File: config.mk
export PLATFORM = sky130hd
export DESIGN_NAME = siw_sub_idle_wake
export DESIGN_NICKNAME = d
export VERILOG_FILES = /design/src/rtl/siw_pkg.sv /design/src/rtl/siw_sub_idle_wake.sv
export SDC_FILE = /design/constraint.sdc
export NUM_CORES = 1
export LEC_CHECK = 0
export ABC_AREA = 1
export BUFFER_PORTS_ARGS = -buffer_cell sky130_fd_sc_hd__buf_2
export CAP_MARGIN = 20
export CORE_AREA = 5 5 89 91
export CTS_CLUSTER_SIZE = 12
export DETAILED_ROUTE_END_ITERATION = 16
export DIE_AREA = 0 0 94 96
export PLACE_DENSITY = 0.71
export SLEW_MARGIN = 20
export SYNTH_ARGS = -nofsm -noshare
export SYNTH_HDL_FRONTEND = slang
export SYNTH_SLANG_ARGS = --single-unit
File: constraint.sdc
create_clock -name ref_clk -period 1.1 [get_ports ref_clk]
set_input_delay 0.22 -clock ref_clk [delete_from_list [all_inputs] [get_ports ref_clk]]
set_output_delay 0.22 -clock ref_clk [all_outputs]
set_load 0.1 [all_outputs]
File: src/rtl/siw_pkg.sv
// Constants for the sub-IDLE wake and reset flag block.
// Assumes a 100 MHz reference clock and a slow subclock derived from it.
package siw_pkg;

	// ====================================================================
	// Register byte offsets
	localparam logic [7:0] OFS_POWER_SAVE_CONTROL = 8'h00;
	localparam logic [7:0] OFS_STATUS             = 8'h04;
	localparam logic [7:0] OFS_RESET_CAUSE_FLAGS  = 8'h08;
	localparam logic [7:0] OFS_NOISE_FILTER_CTRL  = 8'h0C;
	localparam logic [7:0] OFS_PLL_CONTROL        = 8'h10;
	localparam logic [7:0] OFS_DEBUG_MODE_CONTROL = 8'h14;
	localparam logic [7:0] OFS_IRQ_STATUS         = 8'h18;
	localparam logic [7:0] OFS_IRQ_CLEAR          = 8'h1C;
	localparam logic [7:0] OFS_IRQ_ENABLE         = 8'h20;

	// ====================================================================
	// Field positions
	localparam int PSC_FIRST_NMI_MASK  = 0;
	localparam int PSC_SECOND_NMI_MASK = 1;
	localparam int PSC_MASKABLE_MASK   = 2;
	localparam int PSC_SUB_IDLE_REQ    = 4;
	localparam int ST_IN_SUB_IDLE      = 0;
	localparam int ST_CPU_CLOCK_RUN    = 1;
	localparam int ST_DEBUG_ACTIVE     = 2;
	localparam int ST_RAM_INVALID      = 3;
	localparam int RCF_CLOCK_MONITOR   = 0;
	localparam int RCF_WATCHDOG        = 1;
	localparam int RCF_POWER_ON        = 2;
	localparam int NFC_ENABLE          = 3;
	localparam int PLL_ENABLE_BIT      = 0;
	localparam int PLL_MAIN_OSC_STOP   = 1;
	localparam int DMC_ENABLE          = 0;
	localparam int IRQ_WAKE_DONE       = 0;
	localparam int IRQ_CLOCK_MON_RESET = 1;
	localparam int IRQ_DEBUG_ENTRY     = 2;
	localparam int IRQ_BITS            = 3;
	localparam int RCF_BITS            = 3;

	// ====================================================================
	// Reset values
	localparam logic [2:0] PSC_MASK_RESET  = 3'h7;
	localparam logic [2:0] RCF_RESET       = 3'h4;
	localparam logic [3:0] NFC_RESET       = 4'h0;
	localparam logic [2:0] IRQ_EN_RESET    = 3'h0;
	localparam logic       DMC_RESET       = 1'b1;
	// Sampling selects at or above this code are fxx/64 .. fxx/1024.
	localparam logic [2:0] NFC_SLOW_MIN    = 3'h3;

	// ====================================================================
	// Timing
	localparam int CLK_HZ            = 100_000_000;
	localparam int SUB_HZ            = 32_768;
	localparam int SUB_DIV_DEFAULT   = CLK_HZ / SUB_HZ;
	localparam int SUB_WAKE_CYCLES   = 12;

	typedef enum logic [1:0] {
		ST_RUN  = 2'b00,
		ST_IDLE = 2'b01,
		ST_WAKE = 2'b10
	} siw_state_type;

endpackage : siw_pkg

File: src/rtl/siw_sub_idle_wake.sv
// Sub-IDLE standby control, wake-up timing, reset-cause flags and debug mode control.
// Assumes a classic Wishbone master on ref_clk and asynchronous pins that are synchronised here.
`timescale 1ns/1ps

// Overview of operation
// RL1 - Masked non-maskable or maskable requests are ignored and never end sub-IDLE.
// RL2 - Sub-IDLE ends twelve subclock cycles after the waking request appears.
// RL3 - Slow noise filtering on external pin three stops it waking sub-IDLE.
// RL4 - Software turns the PLL off before stopping the main oscillator.
// RL5 - Software should stop the A/D converter before entering sub-IDLE.
// RL6 - In emergency mode software avoids registers that insert wait states.
// RL7 - Reset-cause flags clear only on a written 0; a written 1 does nothing.
// RL8 - A reset event setting a flag wins over a coinciding clear.
// RL9 - Boot RAM contents are not kept across a power-on reset.
// RL10 - Debug mode control is initialised while the external reset pin is low.
// RL11 - Debug reset pin high before enable cleared enters on-chip debug mode.
// RL12 - Entering sub-IDLE with an unmasked request pending wakes at once.
// RL13 - A clock monitor reset sets the clock monitor cause flag.
// RL14 - Subclock keeps running in sub-IDLE; processor clock stays stopped until wake.
module siw_sub_idle_wake #(
	parameter int SUB_DIV = siw_pkg::SUB_DIV_DEFAULT
) (
	// Clock and reset
	input  wire logic        ref_clk,
	input  wire logic        rst_b,
	// Wishbone slave
	input  wire logic        wbCyc,
	input  wire logic        wbStb,
	input  wire logic        wbWe,
	input  wire logic [7:0]  wbAdr,
	input  wire logic [3:0]  wbSel,
	input  wire logic [31:0] wbDatWr,
	output logic      [31:0] wbDatRd,
	output logic             wbAck,
	// Asynchronous pins and request lines
	input  wire logic        firstNmiReq,
	input  wire logic        secondNmiReq,
	input  wire logic        maskableIrqReq,
	input  wire logic        extInterruptPinThree,
	input  wire logic        resetPin_b,
	input  wire logic        debugResetPin,
	// Same-clock reset events
	input  wire logic        clockMonitorResetEvt,
	input  wire logic        watchdogResetEvt,
	// Clock and mode outputs
	output logic             cpuClockEn,
	output logic             subClockRun,
	output logic             inSubIdle,
	output logic             pllEnable,
	output logic             mainOscStop,
	output logic             debugModeActive,
	output logic             ramContentsInvalid,
	output logic             irq
);

	// ====================================================================
	// Elaboration checks
	generate
		if (SUB_DIV < 2) begin : g_badDiv
			$error("SUB_DIV must be at least 2");
		end
	endgenerate

	// ====================================================================
	// Pin synchronisers
	localparam int NSYNC = 6;
	logic [NSYNC-1:0] pinRaw;
	logic [NSYNC-1:0] syncMeta;
	logic [NSYNC-1:0] syncOut;

	assign pinRaw = {debugResetPin, resetPin_b, extInterruptPinThree,
	                 maskableIrqReq, secondNmiReq, firstNmiReq};

	genvar gi;
	generate
		for (gi = 0; gi < NSYNC; gi++) begin : g_sync
			always_ff @(posedge ref_clk) begin
				if (!rst_b) begin
					syncMeta[gi] <= 1'b0;
					syncOut[gi]  <= 1'b0;
				end else begin
					syncMeta[gi] <= pinRaw[gi];
					syncOut[gi]  <= syncMeta[gi];
				end
			end
		end
	endgenerate

	logic firstNmiS, secondNmiS, maskIrqS, extThreeS, resetPinS_b, debugResetS;
	assign firstNmiS   = syncOut[0];
	assign secondNmiS  = syncOut[1];
	assign maskIrqS    = syncOut[2];
	assign extThreeS   = syncOut[3];
	assign resetPinS_b = syncOut[4];
	assign debugResetS = syncOut[5];

	// ====================================================================
	// Subclock tick divider
	logic [15:0] subDivCnt;
	logic        subTick;

	always_ff @(posedge ref_clk) begin
		if (!rst_b) begin
			subDivCnt <= 16'h0000;
			subTick   <= 1'b0;
		end else if (subDivCnt == 16'(SUB_DIV - 1)) begin
			subDivCnt <= 16'h0000;
			subTick   <= 1'b1;
		end else begin
			subDivCnt <= subDivCnt + 16'h0001;
			subTick   <= 1'b0;
		end
	end

	// ====================================================================
	// Bus decode
	function automatic logic hit(input logic [7:0] adr, input logic [7:0] ofs);
		hit = (adr == ofs);
	endfunction : hit

	logic busReq, wrStrobe, wrLow;
	assign busReq   = wbCyc && wbStb && !wbAck;
	assign wrStrobe = busReq && wbWe;
	assign wrLow    = wrStrobe && wbSel[0];

	// ====================================================================
	// Software controlled registers
	logic [2:0] maskBits;
	logic [3:0] noiseFilterControl;
	logic       debugModeEnable;
	logic       enterReq;

	assign enterReq = wrLow && hit(wbAdr, siw_pkg::OFS_POWER_SAVE_CONTROL)
	                  && wbDatWr[siw_pkg::PSC_SUB_IDLE_REQ];

	always_ff @(posedge ref_clk) begin
		if (!rst_b) begin
			maskBits           <= siw_pkg::PSC_MASK_RESET;
			noiseFilterControl <= siw_pkg::NFC_RESET;
		end else if (wrLow && hit(wbAdr, siw_pkg::OFS_POWER_SAVE_CONTROL)) begin
			maskBits <= wbDatWr[2:0];
		end else if (wrLow && hit(wbAdr, siw_pkg::OFS_NOISE_FILTER_CTRL)) begin
			noiseFilterControl <= wbDatWr[3:0];
		end
	end

	// The main oscillator may only stop once the PLL is off; a stop request
	// written while the PLL runs is dropped so the PLL never loses its source.
	always_ff @(posedge ref_clk) begin
		if (!rst_b) begin
			pllEnable   <= 1'b0;
			mainOscStop <= 1'b0;
		end else if (wrLow && hit(wbAdr, siw_pkg::OFS_PLL_CONTROL)) begin
			pllEnable   <= wbDatWr[siw_pkg::PLL_ENABLE_BIT];
			mainOscStop <= wbDatWr[siw_pkg::PLL_MAIN_OSC_STOP] && !pllEnable
			               && !wbDatWr[siw_pkg::PLL_ENABLE_BIT]; // RL4
		end
	end

	// ====================================================================
	// Wake request logic
	logic slowFilter, extThreeWake, wakeReq, otherWake;
	assign slowFilter   = noiseFilterControl[siw_pkg::NFC_ENABLE]
	                      && (noiseFilterControl[2:0] >= siw_pkg::NFC_SLOW_MIN);
	assign extThreeWake = extThreeS && !slowFilter; // RL3
	assign otherWake    = (firstNmiS  && !maskBits[siw_pkg::PSC_FIRST_NMI_MASK])
	                   || (secondNmiS && !maskBits[siw_pkg::PSC_SECOND_NMI_MASK])
	                   || (maskIrqS   && !maskBits[siw_pkg::PSC_MASKABLE_MASK]); // RL1
	assign wakeReq      = otherWake
	                   || (extThreeWake && !maskBits[siw_pkg::PSC_MASKABLE_MASK]); // RL1

	// ====================================================================
	// Sub-IDLE state machine
	siw_pkg::siw_state_type state, next_state;
	logic [3:0] wakeCnt;
	logic       wakeLast;

	assign wakeLast = subTick && (wakeCnt == 4'(siw_pkg::SUB_WAKE_CYCLES - 1));

	always_comb begin
		next_state = state;
		case (state)
			siw_pkg::ST_RUN: begin
				// A pending request turns the entry straight back into run.
				if (enterReq && !wakeReq) begin // RL12
					next_state = siw_pkg::ST_IDLE;
				end
			end
			siw_pkg::ST_IDLE: begin
				if (wakeReq) begin
					next_state = siw_pkg::ST_WAKE;
				end
			end
			siw_pkg::ST_WAKE: begin
				if (wakeLast) begin // RL2
					next_state = siw_pkg::ST_RUN;
				end
			end
			default: next_state = siw_pkg::ST_RUN;
		endcase
	end

	always_ff @(posedge ref_clk) begin
		if (!rst_b) begin
			state      <= siw_pkg::ST_RUN;
			cpuClockEn <= 1'b1;
			inSubIdle  <= 1'b0;
		end else begin
			state      <= next_state;
			cpuClockEn <= (next_state == siw_pkg::ST_RUN); // RL14
			inSubIdle  <= (next_state != siw_pkg::ST_RUN);
		end
	end

	always_ff @(posedge ref_clk) begin
		if (!rst_b) begin
			wakeCnt <= 4'h0;
		end else if (state != siw_pkg::ST_WAKE) begin
			wakeCnt <= 4'h0;
		end else if (subTick) begin
			wakeCnt <= wakeCnt + 4'h1; // RL2
		end
	end

	// The subclock is never gated here; it times the wake-up latency.
	always_ff @(posedge ref_clk) begin
		if (!rst_b) begin
			subClockRun <= 1'b1; // RL14
		end else begin
			subClockRun <= 1'b1;
		end
	end

	// ====================================================================
	// Reset-cause flags and boot RAM status
	logic [2:0] resetCauseFlags;
	logic [2:0] rcfSet;
	logic       rcfWrite;

	assign rcfSet   = {1'b0, watchdogResetEvt, clockMonitorResetEvt}; // RL13
	assign rcfWrite = wrLow && hit(wbAdr, siw_pkg::OFS_RESET_CAUSE_FLAGS);

	// Flags reflect a power-on reset when rst_b is the power-on source.
	always_ff @(posedge ref_clk) begin
		if (!rst_b) begin
			resetCauseFlags <= siw_pkg::RCF_RESET;
		end else if (rcfWrite) begin
			resetCauseFlags <= (resetCauseFlags & wbDatWr[2:0]) | rcfSet; // RL7 RL8
		end else begin
			resetCauseFlags <= resetCauseFlags | rcfSet; // RL13
		end
	end

	// Boot firmware reuses part of RAM after power-on; marked invalid until
	// software acknowledges by clearing the power-on flag.
	always_ff @(posedge ref_clk) begin
		if (!rst_b) begin
			ramContentsInvalid <= 1'b1; // RL9
		end else begin
			ramContentsInvalid <= resetCauseFlags[siw_pkg::RCF_POWER_ON];
		end
	end

	// ====================================================================
	// Debug mode control
	always_ff @(posedge ref_clk) begin
		if (!rst_b || !resetPinS_b) begin
			debugModeEnable <= siw_pkg::DMC_RESET; // RL10
			debugModeActive <= 1'b0;
		end else begin
			if (wrLow && hit(wbAdr, siw_pkg::OFS_DEBUG_MODE_CONTROL)) begin
				debugModeEnable <= wbDatWr[siw_pkg::DMC_ENABLE];
			end
			if (debugModeEnable && debugResetS) begin
				debugModeActive <= 1'b1; // RL11
			end
		end
	end

	// ====================================================================
	// Interrupt status, clear and enable
	logic [2:0] irqStatus, irqEnable, irqEvt;
	logic       wakeDoneEvt, debugEntryEvt;

	assign wakeDoneEvt   = (state == siw_pkg::ST_WAKE) && wakeLast;
	assign debugEntryEvt = debugModeEnable && debugResetS && !debugModeActive && resetPinS_b;
	assign irqEvt        = {debugEntryEvt, clockMonitorResetEvt, wakeDoneEvt};

	always_ff @(posedge ref_clk) begin
		if (!rst_b) begin
			irqStatus <= 3'h0;
			irqEnable <= siw_pkg::IRQ_EN_RESET;
			irq       <= 1'b0;
		end else begin
			if (wrLow && hit(wbAdr, siw_pkg::OFS_IRQ_CLEAR)) begin
				irqStatus <= (irqStatus & ~wbDatWr[2:0]) | irqEvt;
			end else begin
				irqStatus <= irqStatus | irqEvt;
			end
			if (wrLow && hit(wbAdr, siw_pkg::OFS_IRQ_ENABLE)) begin
				irqEnable <= wbDatWr[2:0];
			end
			irq <= |(irqStatus & irqEnable);
		end
	end

	// ====================================================================
	// Read data and acknowledge
	logic [31:0] rdMux;

	always_comb begin
		rdMux = 32'h0000_0000;
		case (wbAdr)
			siw_pkg::OFS_POWER_SAVE_CONTROL: rdMux[2:0] = maskBits;
			siw_pkg::OFS_STATUS: rdMux[3:0] = {ramContentsInvalid, debugModeActive,
			                                   cpuClockEn, inSubIdle};
			siw_pkg::OFS_RESET_CAUSE_FLAGS:  rdMux[2:0] = resetCauseFlags;
			siw_pkg::OFS_NOISE_FILTER_CTRL:  rdMux[3:0] = noiseFilterControl;
			siw_pkg::OFS_PLL_CONTROL:        rdMux[1:0] = {mainOscStop, pllEnable};
			siw_pkg::OFS_DEBUG_MODE_CONTROL: rdMux[0]   = debugModeEnable;
			siw_pkg::OFS_IRQ_STATUS:         rdMux[2:0] = irqStatus;
			siw_pkg::OFS_IRQ_ENABLE:         rdMux[2:0] = irqEnable;
			default:                         rdMux      = 32'h0000_0000;
		endcase
	end

	always_ff @(posedge ref_clk) begin
		if (!rst_b) begin
			wbAck   <= 1'b0;
			wbDatRd <= 32'h0000_0000;
		end else begin
			wbAck   <= busReq;
			wbDatRd <= (busReq && !wbWe) ? rdMux : 32'h0000_0000;
		end
	end

	// ====================================================================
	// Assertions
	property p_maskHold;
		@(posedge ref_clk) disable iff (!rst_b)
		(state == siw_pkg::ST_IDLE) && !wakeReq |=> (state == siw_pkg::ST_IDLE);
	endproperty
	a_maskHold: assert property (p_maskHold) else $error("masked request left sub-IDLE"); // RL1

	property p_wakeStart;
		@(posedge ref_clk) disable iff (!rst_b)
		(state == siw_pkg::ST_IDLE) && wakeReq |=> (state == siw_pkg::ST_WAKE) && (wakeCnt == 4'h0);
	endproperty
	a_wakeStart: assert property (p_wakeStart) else $error("wake did not start"); // RL2

	property p_wakeEnd;
		@(posedge ref_clk) disable iff (!rst_b)
		(state == siw_pkg::ST_WAKE) && subTick && (wakeCnt == 4'hB)
		|=> (state == siw_pkg::ST_RUN) && cpuClockEn;
	endproperty
	a_wakeEnd: assert property (p_wakeEnd) else $error("wake not done after 12 ticks"); // RL2

	property p_noEarly;
		@(posedge ref_clk) disable iff (!rst_b)
		$rose(state == siw_pkg::ST_RUN) |-> $past(wakeCnt) == 4'hB || $past(state) != siw_pkg::ST_WAKE;
	endproperty
	a_noEarly: assert property (p_noEarly) else $error("wake ended early"); // RL2

	property p_slowFilter;
		@(posedge ref_clk) disable iff (!rst_b)
		(state == siw_pkg::ST_IDLE) && slowFilter && !otherWake |=> (state == siw_pkg::ST_IDLE);
	endproperty
	a_slowFilter: assert property (p_slowFilter) else $error("pin three woke with slow filter"); // RL3

	property p_writeOne;
		@(posedge ref_clk) disable iff (!rst_b)
		rcfWrite && (wbDatWr[2:0] == 3'h7) && (rcfSet == 3'h0) |=> $stable(resetCauseFlags);
	endproperty
	a_writeOne: assert property (p_writeOne) else $error("written 1 changed a flag"); // RL7

	property p_setWins;
		@(posedge ref_clk) disable iff (!rst_b)
		rcfWrite && !wbDatWr[0] && clockMonitorResetEvt |=> resetCauseFlags[0] [*2];
	endproperty
	a_setWins: assert property (p_setWins) else $error("clear beat a reset event"); // RL8

	property p_ramInvalid;
		@(posedge ref_clk) !rst_b |=> ##1 ramContentsInvalid;
	endproperty
	a_ramInvalid: assert property (p_ramInvalid) else $error("RAM kept valid after power-on"); // RL9

	property p_pinInit;
		@(posedge ref_clk) disable iff (!rst_b)
		!resetPinS_b |=> debugModeEnable && !debugModeActive;
	endproperty
	a_pinInit: assert property (p_pinInit) else $error("debug control not initialised"); // RL10

	property p_debugEntry;
		@(posedge ref_clk) disable iff (!rst_b)
		resetPinS_b && debugModeEnable && debugResetS ##1 resetPinS_b |-> debugModeActive;
	endproperty
	a_debugEntry: assert property (p_debugEntry) else $error("debug mode not entered"); // RL11

	property p_pending;
		@(posedge ref_clk) disable iff (!rst_b)
		(state == siw_pkg::ST_RUN) && enterReq && wakeReq |=> (state == siw_pkg::ST_RUN);
	endproperty
	a_pending: assert property (p_pending) else $error("pending request did not wake"); // RL12

	property p_clockMon;
		@(posedge ref_clk) disable iff (!rst_b)
		clockMonitorResetEvt |=> resetCauseFlags[0] && irqStatus[1];
	endproperty
	a_clockMon: assert property (p_clockMon) else $error("clock monitor flag not set"); // RL13

	property p_cpuStop;
		@(posedge ref_clk) disable iff (!rst_b)
		(state != siw_pkg::ST_RUN) |-> !cpuClockEn && subClockRun;
	endproperty
	a_cpuStop: assert property (p_cpuStop) else $error("cpu clock ran in sub-IDLE"); // RL14

	c_enterIdle: cover property (@(posedge ref_clk) disable iff (!rst_b)
		state == siw_pkg::ST_RUN ##1 state == siw_pkg::ST_IDLE);
	c_fullWake: cover property (@(posedge ref_clk) disable iff (!rst_b) wakeDoneEvt);
	c_setClear: cover property (@(posedge ref_clk) disable iff (!rst_b)
		rcfWrite && clockMonitorResetEvt);
	c_debug: cover property (@(posedge ref_clk) disable iff (!rst_b) debugEntryEvt);

endmodule : siw_sub_idle_wake

======== Word level (Yosys, flattened, before mapping) ========
Cells that the tools add are included.
operators by class
  equality and inequality tests ........... 13
  reduce and logical (&&, ||, !) cells .... 52
  order comparisons ....................... 1
  muxes and demuxes ....................... 11
  add/subtract/negate cells ............... 2
  bitwise operators ....................... 10
operators by type and width
  operator                                         count
  == test 8 x 5 -> 1 bit, second input constant    4
  logical AND 1 bit                                27
  adder 16 x 1 -> 16 bit, second input constant    1
  == test 16 x 12 -> 1 bit, second input constant  1
  == test 8 x 4 -> 1 bit, second input constant    2
  zero test 1 bit                                  12
  AND 3 bit                                        3
  == test 8 x 3 -> 1 bit, second input constant    1
  == test 8 x 6 -> 1 bit, second input constant    1
  zero test 8 bit                                  1
  one-hot mux 1 bit (8 select lines)               1
  one-hot mux 1 bit (7 select lines)               1
  two-way mux 2 bit                                3
  two-way mux 3 bit                                2
  OR 3 x 2 -> 3 bit                                2
  OR 3 bit                                         2
  one-hot mux 1 bit (6 select lines)               1
  one-hot mux 2 bit (3 select lines)               1
  adder 4 x 1 -> 4 bit, second input constant      1
  == test 4 bit, second input constant             1
  zero test 2 bit                                  2
  logical OR 1 bit                                 4
  AND reduction 2 bit                              2
  OR reduction 2 bit                               2
  other kinds (10)                                 11
word-level totals
  output and inout bits ................... 41
  register bits ........................... 92

======== Depth between registers and ports, before layout ========
Gate-level depths: netlist of the first run.
  depth after elaboration ................. 11
  mapped depth ............................ 10
  gate-level depth less buffers ........... 10

======== Least setup slack after synthesis of the first run ========
OpenSTA, ideal clock, no wires.
  path kind ............................... register to register
  start point ............................. reg wbAck
  end point ............................... reg irqStatus[1]
  arrival time ............................ 1630 ps
  slack ................................... -601 ps
  cell stages (with the launch flop) ...... 8
  cells stage by stage .................... dfxtp_1 > inv_1 > nand3_2 > nor2_4 > buf_4 > nand3_1 > o21ai_1 > a21oi_1
between the ends
  word-level cells in the longest chain between the ends .. 6
RTL lines
  what                    RTL line                  source
  from (decl)             siw_sub_idle_wake.sv:34   output logic wbAck,
  from (signal assigned)  siw_sub_idle_wake.sv:332  wbAck <= busReq;
  zero test 1 bit         siw_sub_idle_wake.sv:122  assign busReq = wbCyc && wbStb && !wbAck;
  logical AND 1 bit       siw_sub_idle_wake.sv:122
  logical AND 1 bit       siw_sub_idle_wake.sv:123  assign wrStrobe = busReq && wbWe;
  logical AND 1 bit       siw_sub_idle_wake.sv:124  assign wrLow = wrStrobe && wbSel[0];
  logical AND 1 bit       siw_sub_idle_wake.sv:295  if (wrLow && hit(wbAdr, siw_pkg::OFS_IRQ_CLEAR)) begin
  two-way mux 3 bit       siw_sub_idle_wake.sv:295
  to (signal assigned)    siw_sub_idle_wake.sv:296  irqStatus <= (irqStatus & ~wbDatWr[2:0]) | irqEvt;
  to (signal assigned)    siw_sub_idle_wake.sv:298  irqStatus <= irqStatus | irqEvt;
  to (decl)               siw_sub_idle_wake.sv:282  logic [2:0] irqStatus, irqEnable, irqEvt;
No other way between the ends.
A chain may end at the register's enable or synchronous reset.

======== Worst setup path after layout of the first run ========
  start point ............................. reg wbAck
  end point ............................... reg resetCauseFlags[1]
between the ends
  word-level cells in the longest chain between the ends .. 6
RTL lines
  what                  RTL line                  source
  zero test 1 bit       siw_sub_idle_wake.sv:122
  logical AND 1 bit     siw_sub_idle_wake.sv:122
  logical AND 1 bit     siw_sub_idle_wake.sv:123
  logical AND 1 bit     siw_sub_idle_wake.sv:124
  logical AND 1 bit     siw_sub_idle_wake.sv:241  assign rcfWrite = wrLow && hit(wbAdr, siw_pkg::OFS_RESET_CAUSE_FLAGS);
  two-way mux 3 bit     siw_sub_idle_wake.sv:247  end else if (rcfWrite) begin
  to (signal assigned)  siw_sub_idle_wake.sv:246  resetCauseFlags <= siw_pkg::RCF_RESET;
  to (signal assigned)  siw_sub_idle_wake.sv:248  resetCauseFlags <= (resetCauseFlags & wbDatWr[2:0]) | rcfSet;
  to (signal assigned)  siw_sub_idle_wake.sv:250  resetCauseFlags <= resetCauseFlags | rcfSet;
  to (decl)             siw_sub_idle_wake.sv:236  logic [2:0] resetCauseFlags;
No other way between the ends.

==> run metrics, run 1 <==
DP Worst Slack=-0.179 ns; DRT antenna net count=0; final instance area=4570 µm²; Final min period=1.24 ns; placed cell count=596; post-synthesis cell count=429; Worst-path clk slew=0.08 ns; root buffer cell=clkbuf_8; CP endpoint kind=flip-flop; Initial Util=44.6%; DPL Wire Length=5.37 mm; vias per inst=4.82; Hold Buf Count CTS=0; post-synthesis xor/xnor area fraction=0.834%; Worst Setup Start Kind=flip-flop; HP Class=in -> reg; cell count of the worst reg-to-reg path=7; Num CTS Buffers=9; Synth area leaders=dfxtp_1 41%, nand2_1 11%, buf_4 7.1%, inv_1 6.8%, nand3_1 5.4%; Routed wire per std cell=13.1 µm; PnR worst setup slack=-0.141 ns; fillers=576; Antenna diodes=0; clk_lat worst skew=0.35 ns; die area=9020 µm²; worst-case clock buffer depth=2; status=finished with violations; GP Congestion=0.890; failing checks=setup timing; Core Rows=31; # DRC=0; worst-path fanout max=5; clk sinks=64; R2R setup slack=-0.14 ns; core area=7060 µm²; placed inst area=3860 µm²; CTS H-tree lvls=3; worst r2r dst=resetCauseFlags[1]; number of global-route vias before repair=2906; post-synthesis simple-gate area fraction=31.8%; maximum VDD drop=932 µV; Final Hold Vio Count=0; synthesized flop and latch total=64; WS Path Type=reg -> reg; Die H=96 µm; Synth Cell Area=3150 µm²; pwr/cell area=1240 nW/µm²; ys async rst share=0%; Static Leakage=2.05 nW; fin cells=624; initial antenna violation count=0; largest net degree at the start of global routing=14; area added between synthesis and finish=45.1%; CTS tree=done; Critical Path Sink=resetCauseFlags[1]; setup TNS=-3.16 ns; mux share of post-synthesis cell area=0%; number of buffers added on ports=38; DIE WIDTH=94 µm; sequential area share after synthesis=40.7%; power after layout=5.65 mW; fraction of layout cells with a size suffix above 1=45.7%; max cap viols=0; grt ovf=0; Compound-Gate Fraction of Synth Area=9.37%; Adder-Cell Fraction of Synth Area=1.19%; final setup violation count=42; largest family of logic cells by synthesized area=simple AND/OR/NAND/NOR gates; final core occ=64.7%; DRT Pass-1 Iters=4; Yosys top cell area share=40.7%; CP arrival=1.49 ns; cell taking the most area after synthesis=dfxtp_1; initial DRC count=172; max-slew violations=0; Worst EP required=1.35 ns; Tcrit/Tclk final=113%; fmax=806 MHz; R2R Path Start=wbAck; worst hold margin=0.0470 ns; first-pass GRT wire length=12.8 mm; clk_skew=0.00854 ns; Synth Area per Inst=7.34 µm²; via count=3007; Ys Warns=0; Worst Setup SP=wbAck; Synth Flop Type=dfxtp_1; Unique masters post-synth=35; # IOs=98; Final #Nets=580; EDFF count, synth=0; gr usage total=18.0%; Routed Wire Length=8.16 mm; RSZ-0062 raised after global routing=yes
-- synthesized netlist by cell type, types with 7 or more instances --
library cell / count
nand2_1: 90
dfxtp_1: 64
inv_1: 57
nand3_1: 34
buf_4: 30
a21oi_1: 29
nor2_1: 28
nor2_2: 10
nand2_2: 9
o21ai_1: 9
nand4_1: 8
o21ai_0: 8
inv_2: 7
-- critical path: stages (launching register included) --
cell	delay, ns
dfxtp_4	0.36
inv_4	0.06
nand3_4	0.07
nor2_4	0.16
buf_6	0.17
nand2_4	0.07
o21ai_2	0.18
a21oi_2	0.06
-- cell usage in the layout, fill, tap and decap left out, types with 4 or more instances in the layout --
master,instances
buf_2,26
a21oi_1,15
conb_1,29
a21oi_2,20
nand3_2,5
nand2_4,7
dfxtp_2,18
nand4_1,8
nand3_1,26
dfxtp_4,7
nor2_1,22
nor2_2,13
buf_12,12
buf_4,41
inv_2,11
nor2_4,6
clkbuf_8,9
inv_1,51
o21ai_1,7
nand3_4,9
buf_6,7
nand2_2,15
nand2_1,77
dfxtp_1,39
o21ai_2,10
nor3_4,4
-- timing repair --
| item | CTS | global route |
|---|---|---|
| buffers inserted | 7 | 4 |
| pin swaps | 15 | 26 |
| endpoints found under the setup margin | 49 | 57 |
| cloned | 1 | 0 |
| resized for setup | 48 | 53 |
-- power by group --
group	internal (mW)	total (mW)	switching, mW
clock	1.51	2.50	0.988
sequential	2.35	2.38	0.0358
combinational	0.133	0.769	0.635
total	3.99	5.65	1.66
-- kinds of logic (layout without fill, tap and decap cells) --
family,count (synthesis),count (layout)
AO/OA/AOI/OAI,54,54
XOR/XNOR,3,3
adder cells (fa/ha/maj),3,3
buffers and inverters,100,168
flip-flops,64,64
other,2,29
AND/OR/NAND/NOR,203,204
-- cell type report --
type	instances	area (µm²)	area share, %
Multi-Input combinational cell	293	1860	40.7
Sequential cell	64	1330	29.1
Timing Repair Buffer	86	757	16.6
Inverter	66	259	5.67
Clock buffer	9	124	2.71
Tap cell	99	124	2.71
Clock inverter	7	119	2.60
-- worst min-delay path by stage --
stage / startpoint / endpoint / slack [ns] / cells past startpoint
after floorplan: firstNmiReq / syncMeta[0] / 0.32 / 2
after CTS: debugResetPin / syncMeta[5] / 0.04 / 3
after global placement: syncMeta[4] / resetPinS_b / 0.39 / 2
after detailed placement: syncMeta[3] / extThreeS / 0.40 / 2
final: debugResetPin / syncMeta[5] / 0.05 / 3
after global routing: debugResetPin / syncMeta[5] / 0.05 / 3
-- per-layer routing --
metal | vias to the layer above | track usage, % | wire length, µm
met5 | - | 0 | 0
met4 | 0 | 8.66 | 252
met3 | 32 | 4.30 | 585
met2 | 115 | 31.2 | 4050
met1 | 1377 | 21.0 | 3270
li1 | 1483 | - | -
-- registers in the layout, summed over array words and instances, names as in the netlist, 2 cells and up --
name,count
irqEnable,3
syncMeta,6
state,2
irqStatus,3
wbDatRd,4
subDivCnt,16
maskBits,3
noiseFilterControl,4
resetCauseFlags,3
wakeCnt,4
No activity file was read; power rests on OpenSTA's default activity.
==> inputs of run 2 (changes only) <==
- CAP_MARGIN: 20 -> 15
- CORE_AREA: 5 5 89 91 -> 5 5 85 87
- DIE_AREA: 0 0 94 96 -> 0 0 90 92
- PLACE_DENSITY: 0.71 -> 0.74
- clock period: 1.1 -> 1.2 ns (I/O delays scaled with it)
==> run 2 against run 1 <==
  * Sequential power down 8%
  * Sequential share of layout area up 2.1 points
  * Fmax up 0.34%
  * Critical path type unchanged
  * Count of clock-buffer cells in the layout up 1
  * Sequential cell count unchanged
  * Core utilization up 2.6 points
  * The flow still finishes with violations (setup timing)
  * Largest cell class unchanged
  * Cell count down 6.7%
  * Routed wire length down 3.2%
  * Die area down 8.2%
==> run metrics, run 2 (synthesis results as in run 1) <==
Tcrit/Tclk final=103%; initial antenna violation count=0; maximum VDD drop=969 µV; Critical Path, Cell by Cell=ha_4, nand3_4, inv_4, nand3_4, or2_0, a21oi_1; HP Class=in -> reg; max-slew violations=0; clk_skew=0.0111 ns; CTS H-tree lvls=3; Seq. cell area=1320 µm²; Regs by FF count=subDivCnt x16, syncMeta x6; Worst EP required=1.46 ns; setup TNS=-0.243 ns; via count=2957; Routed Wire Length=7.89 mm; worst hold margin=0.0746 ns; max cap viols=0; DRT Pass-1 Iters=4; Largest stage delay, worst path=0.39 ns; grt ovf=0; leading cell type in the layout, fill and taps excluded=nand2_1; Hold Buf Count CTS=0; PnR worst setup slack=-0.0370 ns; CP arrival=1.50 ns; Core Rows=29; vias per inst=5.08; GP Congestion=0.849; Num CTS Buffers=9; root buffer cell=clkbuf_8; gr usage total=18.2%; GR Util met3=6.38%; most used routing layer=met2; placed cell count=557; Antenna diodes=0; Worst Setup Start Kind=flip-flop; most flop-heavy register=subDivCnt; die area=8280 µm²; # IOs=98; Worst-path clk slew=0.07 ns; clk_lat worst skew=0.35 ns; WS Path Type=reg -> reg; worst-case clock buffer depth=2; clk sinks=64; CTS tree=done; final core occ=67.4%; met2 Use GR=30.5%; fmax=808 MHz; Multi-input gate area=1710 µm²; Final min period=1.24 ns; # DRC=0; DPL Wire Length=5.32 mm; final instance area=4230 µm²; first-pass GRT wire length=12.5 mm; Final #Nets=560; number of buffers added on ports=38; number of global-route vias before repair=2827; pwr/cell area=1230 nW/µm²; crit path max-delay cell type=dfxtp_4; largest net degree at the start of global routing=14; fillers=491; area added between synthesis and finish=34.3%; Initial Util=50.2%; failing checks=setup timing; most frequent cells in the layout=83 x nand2_1, 51 x inv_1, 44 x dfxtp_1, 31 x nand3_1, 29 x conb_1; routing usage on met1=20.9%; Final Hold Vio Count=0; Static Leakage=1.94 nW; placed inst area=3650 µm²; CP endpoint kind=flip-flop; RSZ-0062 raised after global routing=yes; Routed wire per std cell=13.6 µm; final setup violation count=17; fin cells=582; DIE WIDTH=90 µm; core area=6280 µm²; DRT antenna net count=0; fraction of layout cells with a size suffix above 1=37.6%; most frequent CP cell=nand3_4; status=finished with violations; Die H=92 µm; worst-path fanout max=4; initial DRC count=151; flip-flop count of the largest register after layout=16
run 2: cell types whose count changed in the layout (fill, tap and decap cells not counted), sizes merged:
cell | previous run | this run
clkbuf | 9 | 10
clkinv | 3 | 2
buf | 86 | 66
run 2: area by class of cell:
class                           count  share of cell area (%)
Multi-Input combinational cell    293                    40.4
Sequential cell                    64                    31.2
Timing Repair Buffer               66                    14.1
Inverter                           66                    6.12
Clock buffer                       10                    3.25
Clock inverter                      6                    2.72
Tap cell                           77                    2.28
run 2: routing by layer:
layer  share of wire [%]  vias to the layer above  wire length (µm)
met3                 7.9                       27               627
met2                  49                      133              3870
met5                   0                        -                 0
met1                  39                     1352              3110
li1                    -                     1445                 -
met4                 3.6                        0               286
run 2: path summary, 6_finish.rpt:
check,from,to,cells after the start,slack [ns]
worst max-delay path,subDivCnt[0],subDivCnt[6],6,-0.04
worst max register to register,subDivCnt[0],subDivCnt[6],6,-0.04
worst min-delay path,firstNmiReq,syncMeta[0],3,0.07
worst min register to register,syncMeta[5],debugResetS,2,0.41
run 2: what timing repair did:
item / CTS / global route
setup endpoints to repair: 23 / 40
setup buffers: 3 / 5
gates resized for setup: 22 / 53
pin swaps: 10 / 13
gates cloned: 1 / 0
run 2: per-stage QoR:
step           setup slack, ns  total power [mW]
6_report               -0.0370              5.20
5_1_grt                 -0.129              5.38
4_1_cts                -0.0399              5.21
3_5_place_dp           -0.0838              2.87
3_3_place_gp           -0.0648              2.86
2_1_floorplan          -0.0843              2.83
run 2: worst max-delay path, delay by kind of cell (launching register included):
| family | cells | cell delay, ns |
|---|---|---|
| simple gates | 3 | 0.36 |
| flops | 1 | 0.39 |
| compound gates | 1 | 0.16 |
| fa+ha+maj | 1 | 0.15 |
| buf+inv | 1 | 0.09 |
run 2: power breakdown:
| group | switching, mW | internal (mW) |
|---|---|---|
| Clock | 0.872 | 1.45 |
| Combinational | 0.575 | 0.124 |
| Sequential | 0.0300 | 2.16 |
==> inputs of run 3 (changes only) <==
- ABC_AREA: 1 -> unset
- CORE_AREA: 5 5 85 87 -> 5 5 84 86
- DIE_AREA: 0 0 90 92 -> 0 0 89 91
- PLACE_DENSITY: 0.74 -> 0.73
==> run 3 against run 2 <==
  * The flow still finishes with violations (setup timing)
  * Setup slack got worse by 0.31 ns
  * Clock skew decreased by 0.0028 ns
  * Sequential share of layout area decreased by 0.79 points
  * Count of clock-buffer cells in the layout increased by 2
  * Critical path type unchanged
  * Largest cell class unchanged
  * Largest power group is now registers
  * Highest routed layer unchanged
==> run metrics, run 3 <==
fraction of layout cells with a size suffix above 1=38.7%; post-synthesis cell count=329; CP endpoint kind=flip-flop; final setup violation count=43; ys async rst share=0%; family with the most delay on the worst path=simple AND/OR/NAND/NOR gates; cell taking the most area after synthesis=dfxtp_1; clk_skew=0.00830 ns; leading cell type in the layout, fill and taps excluded=buf_4; most flop-heavy register=subDivCnt; first-pass GRT wire length=12.1 mm; fillers=465; synthesized flop and latch total=64; sequential area share after synthesis=42.9%; WS Path Type=reg -> reg; status=finished with violations; # IOs=98; initial antenna violation count=0; Critical Path, Cell by Cell=buf_6, nand4b_1, nor4_4, nand3b_1, o311ai_2; Tcrit/Tclk final=129%; DRT Pass-1 Iters=4; setup TNS=-9.09 ns; PnR worst setup slack=-0.348 ns; GR Util met3=5.07%; crit path max-delay cell type=dfxtp_4; Worst EP required=1.44 ns; routing usage on met1=24.1%; Routed Wire Length=7.45 mm; Ys Warns=0; # DRC=0; initial DRC count=172; clk_lat worst skew=0.34 ns; max-slew violations=0; Final #Nets=487; CP arrival=1.79 ns; CTS H-tree lvls=3; worst-case clock buffer depth=2; Antenna diodes=0; Hold Buf Count CTS=0; grt ovf=0; Yosys top cell area share=42.9%; fmax=646 MHz; area added between synthesis and finish=44.2%; CP bufs+invs=1; worst-path fanout max=3; Worst-path clk slew=0.07 ns; max cap viols=0; Regs by FF count=subDivCnt x16, syncMeta x6; Num CTS Buffers=9; clk sinks=64; GP Congestion=0.854; met2 Use GR=29.8%; Die H=91 µm; pwr/cell area=1100 nW/µm²; top-count cell post-synth=dfxtp_1; DRT antenna net count=0; flip-flop count of the largest register after layout=16; Synth Flop Type=dfxtp_1; Synth Cell Area=2980 µm²; Synth area leaders=dfxtp_1 43%, buf_4 7.5%, mux2i_1 4.4%, nand2_1 4.0%, nor2_1 3.5%; largest net degree at the start of global routing=42; Unique masters post-synth=58; Synth Area per Inst=9.07 µm²; core area=6200 µm²; DP Worst Slack=-0.592 ns; most used routing layer=met2; die area=8100 µm²; Final Hold Vio Count=0; Static Leakage=1.78 nW; CTS tree=done; via count=2603; DIE WIDTH=89 µm; number of buffers added on ports=38; Routed wire per std cell=14.7 µm; HP Class=in -> reg; power after layout=4.74 mW; Final min period=1.55 ns; number of global-route vias before repair=2651; most frequent cells in the layout=51 x buf_4, 47 x dfxtp_1, 31 x nand2_1, 29 x conb_1, 28 x nor2_1; DPL Wire Length=5.29 mm; maximum VDD drop=1170 µV; synth cell count leaders=64 x dfxtp_1, 32 x nand2_1, 30 x buf_4, 28 x nor2_1, 13 x mux2i_1; failing checks=setup timing; EDFF count, synth=0; gr usage total=18.9%; Core Rows=29; Largest stage delay, worst path=0.34 ns; RSZ-0062 raised after global routing=yes; Initial Util=48.1%; root buffer cell=clkbuf_8; Worst Setup Start Kind=flip-flop; vias per inst=5.12; worst hold margin=0.106 ns
run 3: cell type report:
cell class | instances | area [µm²] | area share (%)
clock buffers | 12 | 145 | 3.37
well taps | 77 | 96.3 | 2.24
multi-input cells | 243 | 1750 | 40.6
flip-flops and latches | 64 | 1310 | 30.4
clock inverters | 3 | 42.5 | 0.989
inverters | 9 | 33.8 | 0.785
repair buffers | 100 | 932 | 21.7
run 3: final timing paths:
path | start | end | slack [ns] | cells after the start
max reg2reg | wbAck | wbDatRd[2] | -0.35 | 5
min | secondNmiReq | syncMeta[1] | 0.11 | 2
max | wbAck | wbDatRd[2] | -0.35 | 5
min reg2reg | syncMeta[4] | resetPinS_b | 0.43 | 1
run 3: cell families (layout without fill, tap and decap cells):
group	Yosys count	count (layout)	share of synthesized area (%)
xor gates and xnor gates	15	15	4.40
and+or+nand+nor	139	139	26.2
adders and majority gates	3	3	1.26
DFF	64	64	42.9
other	2	29	0.252
AOI/OAI and AO/OA	41	41	9.22
buffers and inverters	49	124	10.2
muxes	16	16	5.49
run 3: layer usage:
layer  share of wire [%]  wire length (µm)  up-vias
met5                   0                 0        -
met3                 7.8               583       14
met4                 2.2               166        0
met2                  48              3560       90
met1                  42              3140     1208
li1                    -                 -     1291
run 3: per-stage QoR:
stage / utilization (%) / area, µm² / cells
6_report: 69.3 / 4300 / 508
5_1_grt: 69.3 / 4300 / 508
4_1_cts: 67.2 / 4170 / 505
3_5_place_dp: 60.9 / 3780 / 485
3_3_place_gp: 60.9 / 3780 / 485
2_1_floorplan: - / 3190 / 356
run 3: where the power goes:
group	total, mW	leakage [nW]	switching (mW)	internal, mW
clock network	1.77	0.0925	0.772	1.00
logic	0.780	1.16	0.598	0.181
registers	2.18	0.527	0.0256	2.16
run 3: timing repair:
item | 4_1_cts | 5_1_grt
endpoints found under the setup margin | 46 | 45
pin swaps | 21 | 16
gates cloned | 0 | 0
hold endpoints to repair | 0 | 0
setup buffers | 8 | 5
gates resized for setup | 33 | 25
